$ cat src/core/motor_cfg_map.svh
// register offsets, field positions and reset values of the configuration slice
// assumes an 8-bit register port with 4-bit addresses driven by the host
`ifndef MOTOR_CFG_MAP_SVH
`define MOTOR_CFG_MAP_SVH

// ***************************************************************
// register addresses
// ***************************************************************
`define ADDR_LOCK_CTRL 4'h3
`define ADDR_RECT_SENSE 4'h7
`define ADDR_BUCK_CFG 4'h8
`define ADDR_DELAY_CFG 4'hc

// ***************************************************************
// field positions
// ***************************************************************
`define RS_ASYNC_BIT 3
`define RS_SYNC_BIT 2
`define BK_SEQ_OFF_BIT 4
`define BK_CL_BIT 3
`define BK_VSEL_HI 2
`define BK_VSEL_LO 1
`define BK_OFF_BIT 0
`define DC_ON_BIT 4

// ***************************************************************
// writable masks and reset values
// ***************************************************************
`define RS_WMASK 8'h0f
`define BK_WMASK 8'h1f
`define DC_WMASK 8'h1f
`define LK_WMASK 8'h07
`define RS_RESET 8'h00
`define BK_RESET 8'h00
`define DC_RESET 8'h00
`define LK_RESET 8'h01
`define LOCK_CODE 3'h6
`define UNLOCK_CODE 3'h3

`endif

$ cat src/core/motor_cfg_pkg.sv
// types shared by the configuration slice
// assumes the map header supplies all numbers
package motor_cfg_pkg;
  // drive state of one half-bridge
  typedef enum logic [2:0] {
    PH_COAST = 3'b001,
    PH_LOW = 3'b010,
    PH_HIGH = 3'b100
  } phase_state_e;
endpackage : motor_cfg_pkg

$ cat src/core/motor_driver_config_regs.sv
// configuration registers and phase decode of a three-phase driver
// assumes a host register port on i_mclk: address, write strobe, data
// assumes phase inputs are asynchronous pins
`timescale 1ns/100ps
`include "motor_cfg_map.svh"

// Notes on behaviour
// - bit 3 enables asynchronous rectification
// - bit 2 enables synchronous rectification, reset off
// - bits 1-0 select sense amplifier gain
// - reserved bits read zero, read-only
// - buck bit 4 disables power sequencing
// - buck bit 3 selects 600/150 mA limit
// - buck bits 2-1 select output voltage
// - buck bit 0 turns regulator off
// - delay bit 4 enables compensation, reset off
// - delay bits 3-0 select compensation target
// - buck register at 0x8, resets zero
// - delay register at 0xc, resets zero
// - enabled phase follows its input level
// - equal enabled inputs give brake or high
// - disabled phase output is high impedance
// - lock code blocks writes, unlock code restores
module motor_driver_config_regs (
  input wire logic i_mclk,
  input wire logic i_sys_rst,
  input wire logic [3:0] i_reg_addr,
  input wire logic i_reg_wr,
  input wire logic [7:0] i_reg_wdata,
  output logic [7:0] o_reg_rdata,
  input wire logic i_phase_a_drive_level,
  input wire logic i_phase_a_output_allow,
  input wire logic i_phase_b_drive_level,
  input wire logic i_phase_b_output_allow,
  input wire logic i_phase_c_drive_level,
  input wire logic i_phase_c_output_allow,
  output logic [2:0] o_phase_terminal,
  output logic [2:0] o_phase_terminal_en_n,
  output logic o_async_rectify_on,
  output logic o_sync_rectify_on,
  output logic [1:0] o_sense_amp_gain_sel,
  output logic o_regulator_sequencing_off,
  output logic o_regulator_current_limit_sel,
  output logic [1:0] o_regulator_voltage_sel,
  output logic o_regulator_off,
  output logic o_delay_comp_on,
  output logic [3:0] o_delay_comp_target,
  output logic o_regs_locked
);
  // ***************************************************************
  // register storage
  // ***************************************************************
  logic [7:0] rectification_sense_config; // rect/sense register
  logic [7:0] buck_regulator_config; // buck register
  logic [7:0] delay_compensation_config; // delay register
  logic [7:0] lock_ctrl; // lock field register
  logic wr_open; // writes accepted outside the lock field

  // the lock field itself always accepts writes
  assign wr_open = (lock_ctrl[2:0] != `LOCK_CODE);

  // lock field register; reset value carries no lock
  always_ff @(posedge i_mclk or posedge i_sys_rst) begin
    if (i_sys_rst) begin
      lock_ctrl <= `LK_RESET;
    end else if (i_reg_wr && i_reg_addr == `ADDR_LOCK_CTRL) begin
      lock_ctrl <= i_reg_wdata & `LK_WMASK;
    end
  end

  // rectification and sense gain register
  always_ff @(posedge i_mclk or posedge i_sys_rst) begin
    if (i_sys_rst) begin
      rectification_sense_config <= `RS_RESET;
    end else if (i_reg_wr && wr_open &&
                 i_reg_addr == `ADDR_RECT_SENSE) begin
      rectification_sense_config <= i_reg_wdata & `RS_WMASK;
    end
  end

  // buck regulator register
  always_ff @(posedge i_mclk or posedge i_sys_rst) begin
    if (i_sys_rst) begin
      buck_regulator_config <= `BK_RESET;
    end else if (i_reg_wr && wr_open &&
                 i_reg_addr == `ADDR_BUCK_CFG) begin
      buck_regulator_config <= i_reg_wdata & `BK_WMASK;
    end
  end

  // delay compensation register
  always_ff @(posedge i_mclk or posedge i_sys_rst) begin
    if (i_sys_rst) begin
      delay_compensation_config <= `DC_RESET;
    end else if (i_reg_wr && wr_open &&
                 i_reg_addr == `ADDR_DELAY_CFG) begin
      delay_compensation_config <= i_reg_wdata & `DC_WMASK;
    end
  end

  // ***************************************************************
  // read path
  // ***************************************************************
  // registered read data; unmapped addresses read zero
  always_ff @(posedge i_mclk or posedge i_sys_rst) begin
    if (i_sys_rst) begin
      o_reg_rdata <= 8'h00;
    end else begin
      case (i_reg_addr)
        `ADDR_LOCK_CTRL: o_reg_rdata <= lock_ctrl;
        `ADDR_RECT_SENSE: o_reg_rdata <= rectification_sense_config;
        `ADDR_BUCK_CFG: o_reg_rdata <= buck_regulator_config;
        `ADDR_DELAY_CFG: o_reg_rdata <= delay_compensation_config;
        default: o_reg_rdata <= 8'h00;
      endcase
    end
  end

  // ***************************************************************
  // control outputs to the analog blocks
  // ***************************************************************
  assign o_async_rectify_on =
    rectification_sense_config[`RS_ASYNC_BIT];
  assign o_sync_rectify_on =
    rectification_sense_config[`RS_SYNC_BIT];
  assign o_sense_amp_gain_sel = rectification_sense_config[1:0];
  assign o_regulator_sequencing_off =
    buck_regulator_config[`BK_SEQ_OFF_BIT];
  assign o_regulator_current_limit_sel =
    buck_regulator_config[`BK_CL_BIT];
  assign o_regulator_voltage_sel =
    buck_regulator_config[`BK_VSEL_HI:`BK_VSEL_LO];
  assign o_regulator_off = buck_regulator_config[`BK_OFF_BIT];
  assign o_delay_comp_on = delay_compensation_config[`DC_ON_BIT];
  assign o_delay_comp_target = delay_compensation_config[3:0];
  assign o_regs_locked = ~wr_open;

  // ***************************************************************
  // phase input synchronisers and decode
  // ***************************************************************
  logic [2:0] lvl_meta; // first stage, read only by second
  logic [2:0] lvl_sync;
  logic [2:0] allow_meta; // first stage, read only by second
  logic [2:0] allow_sync;

  // two-flop synchronisers for all pin inputs
  always_ff @(posedge i_mclk or posedge i_sys_rst) begin
    if (i_sys_rst) begin
      lvl_meta <= 3'h0;
      lvl_sync <= 3'h0;
      allow_meta <= 3'h0;
      allow_sync <= 3'h0;
    end else begin
      lvl_meta <= {i_phase_c_drive_level, i_phase_b_drive_level,
                   i_phase_a_drive_level};
      lvl_sync <= lvl_meta;
      allow_meta <= {i_phase_c_output_allow, i_phase_b_output_allow,
                     i_phase_a_output_allow};
      allow_sync <= allow_meta;
    end
  end

  // one decoder per half-bridge
  genvar ph;
  generate
    for (ph = 0; ph < 3; ph = ph + 1) begin : g_phase
      phase_decode u_dec (
        .i_mclk(i_mclk),
        .i_sys_rst(i_sys_rst),
        .i_level(lvl_sync[ph]),
        .i_allow(allow_sync[ph]),
        .o_drive(o_phase_terminal[ph]),
        .o_drive_en_n(o_phase_terminal_en_n[ph]),
        .o_state()
      );
    end
  endgenerate
endmodule : motor_driver_config_regs

$ cat src/core/phase_decode.sv
// decodes one half-bridge from its level and allow inputs
// assumes inputs are already synchronised to i_mclk
`timescale 1ns/100ps
module phase_decode (
  input wire logic i_mclk,
  input wire logic i_sys_rst,
  input wire logic i_level,
  input wire logic i_allow,
  output logic o_drive,
  output logic o_drive_en_n,
  output motor_cfg_pkg::phase_state_e o_state
);
  // ***************************************************************
  // registered half-bridge state
  // ***************************************************************
  // registered so the pin never glitches between coast and drive
  always_ff @(posedge i_mclk or posedge i_sys_rst) begin
    if (i_sys_rst) begin
      o_state <= motor_cfg_pkg::PH_COAST;
    end else if (!i_allow) begin
      o_state <= motor_cfg_pkg::PH_COAST;
    end else if (i_level) begin
      o_state <= motor_cfg_pkg::PH_HIGH;
    end else begin
      o_state <= motor_cfg_pkg::PH_LOW;
    end
  end

  // pin level and enable (enable low while driving)
  always_comb begin
    case (o_state)
      motor_cfg_pkg::PH_HIGH: begin
        o_drive = 1'b1;
        o_drive_en_n = 1'b0;
      end
      motor_cfg_pkg::PH_LOW: begin
        o_drive = 1'b0;
        o_drive_en_n = 1'b0;
      end
      default: begin
        o_drive = 1'b0;
        o_drive_en_n = 1'b1;
      end
    endcase
  end
endmodule : phase_decode

$ cat config.mk
export PLATFORM = sky130hd
export DESIGN_NAME = motor_driver_config_regs
export DESIGN_NICKNAME = d
export VERILOG_FILES = /design/src/core/motor_cfg_pkg.sv /design/src/core/motor_driver_config_regs.sv /design/src/core/phase_decode.sv
export VERILOG_INCLUDE_DIRS = /design/src /design/src/core
export SDC_FILE = /design/constraint.sdc
export NUM_CORES = 1
export LEC_CHECK = 0
export ABC_AREA = 1
export BUFFER_PORTS_ARGS = -buffer_cell sky130_fd_sc_hd__buf_2
export CORE_UTILIZATION = 31
export CTS_CLUSTER_SIZE = 16
export DETAILED_ROUTE_END_ITERATION = 12
export GPL_TIMING_DRIVEN = 0
export PLACE_DENSITY_LB_ADDON = 0.1
export SYNTH_ARGS = -nofsm -noshare
export SYNTH_HDL_FRONTEND = slang
export SYNTH_HIERARCHICAL = 1
export SYNTH_SLANG_ARGS = --single-unit
$ cat constraint.sdc
create_clock -name i_mclk -period 1.7 [get_ports i_mclk]
set_clock_uncertainty 0.1 [all_clocks]
set_input_delay 0.34 -clock i_mclk [delete_from_list [all_inputs] [get_ports i_mclk]]
set_output_delay 0.34 -clock i_mclk [all_outputs]
set_load 0.02 [all_outputs]
==> results.ini <==
[synthesis]
synthCells=191
yosys.area_share.simple=0.260
synthTopCellsByArea=dfrtp_1 (54%), nand2_1 (9.5%), nand3_1 (7.7%)
synth_largest_area_cell=dfrtp_1
ys_types=23
synth_warnings=6
ys_seq_area_frac=0.596
synth-compound-area-share=0.0531
synth_top_family_by_area=simple AND/OR/NAND/NOR gates
synth_top_cell_area_share=0.538
synth_xor_area_frac=0
netlist_area_sq_mm=0.00181
ys_seq_elements=43
synthMuxAreaShare=0
postSynthAreaPerCell_sq_um=9.49
synth_fa_ha_area_frac=0

[setup_path]
slowest_stage=dfstp_2
end_kind=primary output
cpPeakStageDelay_ns=0.54
crit_fanout=3
required_ns=1.26
cp.arrival_ns=1.16
worst-r2r-cell-count=5
critPathKind=register to primary output
ff2ff_setup_slack_ns=0.25
worstSetupStartpoint=g_phase[0].u_dec/o_state[0]$_DFF_PP1_
r2r-end=delay_compensation_config[4]$_DFFE_PP0P_
critPathMostFrequentCell=nand2_1
reg2reg_from=lock_ctrl[0]$_DFFE_PP1P_
crit_chain=inv_1, nand2_1, nand2_1, nand2_1, buf_2
endpoint=o_phase_terminal_en_n[0]
cp-start-kind=register

[placement]
io_buffers=42
place_congestion=0.703
dpl_cell_area_sq_mm=0.00212
dp_cells=307
dp_hpwl_um=2660

[route]
wl_per_cell_um=11.4
firstDrtPassIters=4
drc_errors=0
drt-initial-drc-count=92
drtAntennaViolNets=0
num_vias=1375
via_per_inst=4.35
wirelength_um=3590

[clocking]
cts.reportedPaths.clkPinSlew_ns=0.08
cts_buffer_depth=2
cts_made_buffers=5
cts_tree=done
cts_htree_levels=2
postCtsSetupBuffers=0
clock_sinks=43
clk_latency_ns=0.29
root_buffer=clkbuf_8

[sta]
min_period_over_period=0.943
drv_slew=0
finalHoldViolations=0
fmax_mhz=624
setup_viol=0
rsz0062_at_grt=false
period_needed_ns=1.60
slew-limit-headroom=0.533
tightest_slew_ns=0.699

[die]
core_area_sq_mm=0.00557
ioPinCount=50
die_area_sq_mm=0.00616
start_util=0.325
fp.dieW_um=78.5
die_y_um=78.5
num_rows=27

[run]
cap_viol_max_count=0

[final_layout]
final_nets=264
design_area_sq_mm=0.00224
num_antenna_cells=0
drive_above_1_share=0.311
fin_cells=316
areaGrowthSynthToFinish_pct=23.7

[global_route]
grt_overflow=0
grt_pass1_vias=1311
grt_max_degree=35
grt_pass1_wl_um=6120
grt_usage=0.131
antenna_found_initial=0

[worst_hold_path]
hp-class=input pin to register

[status]
outcome=finished clean

[power_and_ir_drop]
p_leak_nw=1.23
powerDensity_mw_per_mm2=1140
ir_worst_vdd_mv=0.522

## power by group
group	leakage, nW	switching (mW)	total [mW]	internal, mW
clock network	0.0581	0.349	0.786	0.437
registers	0.521	0.0959	1.25	1.16
logic	0.648	0.328	0.509	0.180
## flip-flops by register name, summed over array words and instances, names as in the netlist, 4 cells and up
register                    count
o_reg_rdata                     5
g_phase.u_dec/o_state           9
rectification_sense_config      4
delay_compensation_config       5
buck_regulator_config           5
## cell families (layout without fill, tap and decap cells)
logic type | after synthesis | count (layout)
flops | 43 | 43
buf+inv | 38 | 89
compound gates | 14 | 14
simple gates | 95 | 95
other cells | 1 | 3
## cell usage in the layout (no fill, tap or decap)
cell,n
o21ai_0,3
nor2_8,1
nor2_2,1
dfstp_2,4
buf_2,43
nand4_1,3
clkbuf_8,5
buf_4,4
nand2_2,3
bufinv_16,1
nand3_1,28
inv_2,5
nand2_1,46
o22ai_1,1
nand2_4,1
nor3_2,1
conb_1,3
dfrtp_1,39
nor3_1,3
clkinv_2,2
inv_1,27
clkinv_4,1
o21bai_1,10
nor2_4,3
nor2_1,4
dlygate4sd3_1,1
nand3_2,1
## cells in the mapped netlist (all sizes together)
library cell	n
nand2	50
inv	32
nand3	29
o21bai	10
clkinv	1
dfrtp	39
conb	1
o22ai	1
nor3	4
buf	5
dfstp	4
nand4	3
o21ai	3
nor2	9
## repair_timing
action | in CTS | in global routing
hold buffers | 1 | 0
gates resized for setup | 0 | 0
hold endpoints to repair | 6 | 0
## worst min path at each step
stage | from | end | slack, ns | cells past startpoint
6_report | i_phase_a_output_allow | allow_meta[0]$_DFF_PP0_ | 0.05 | 1
2_1_floorplan | i_sys_rst | g_phase[0].u_dec/o_state[1]$_DFF_PP0_ | -0.007 | 1
5_1_grt | i_phase_a_output_allow | allow_meta[0]$_DFF_PP0_ | 0.03 | 1
3_5_place_dp | i_sys_rst | g_phase[0].u_dec/o_state[2]$_DFF_PP0_ | 0.14 | 2
4_1_cts | i_phase_a_output_allow | allow_meta[0]$_DFF_PP0_ | 0.04 | 1
3_3_place_gp | i_sys_rst | g_phase[1].u_dec/o_state[2]$_DFF_PP0_ | 0.15 | 2
## worst max-delay path, delay by kind of cell (launching register included)
family / cells / cell delay, ns
buf+inv: 2 / 0.19
flops: 1 / 0.54
simple gates: 3 / 0.14
## area by class of cell
type                    instances  area [sq um]
plain buffers                   5          35.0
clock buffers                   5          68.8
clock inverters                 3          43.8
fillers                       592          3330
inverters                      33           125
multi-input cells             112           579
flip-flops and latches         43          1080
well taps                      72          90.1
repair buffers                 43           220
## routing by layer
layer / global-route usage / routed length [um] / vias to the layer above
li1: - / - / 696
met2: 0.205 / 1660 / 40
met3: 0.0337 / 153 / 5
met5: 0 / 0 / -
met4: 0.0500 / 55 / 0
met1: 0.173 / 1720 / 634
## stage by stage
stage | setup TNS, ns | hold slack (ns) | power [mW] | worst slack, ns | utilization
detailed placement | -1.82 | 0.143 | 1.78 | -0.0566 | 0.380
floorplan | 0 | -0.00708 | 1.59 | 0.382 | -
global route | 0 | 0.0323 | 2.69 | 0.0363 | 0.402
global placement | -2.46 | 0.145 | 1.79 | -0.0755 | 0.380
CTS | 0 | 0.0404 | 2.58 | 0.0788 | 0.402
finish | 0 | 0.0489 | 2.55 | 0.0971 | 0.402
Note: power is estimated with default switching activity, not from simulation.
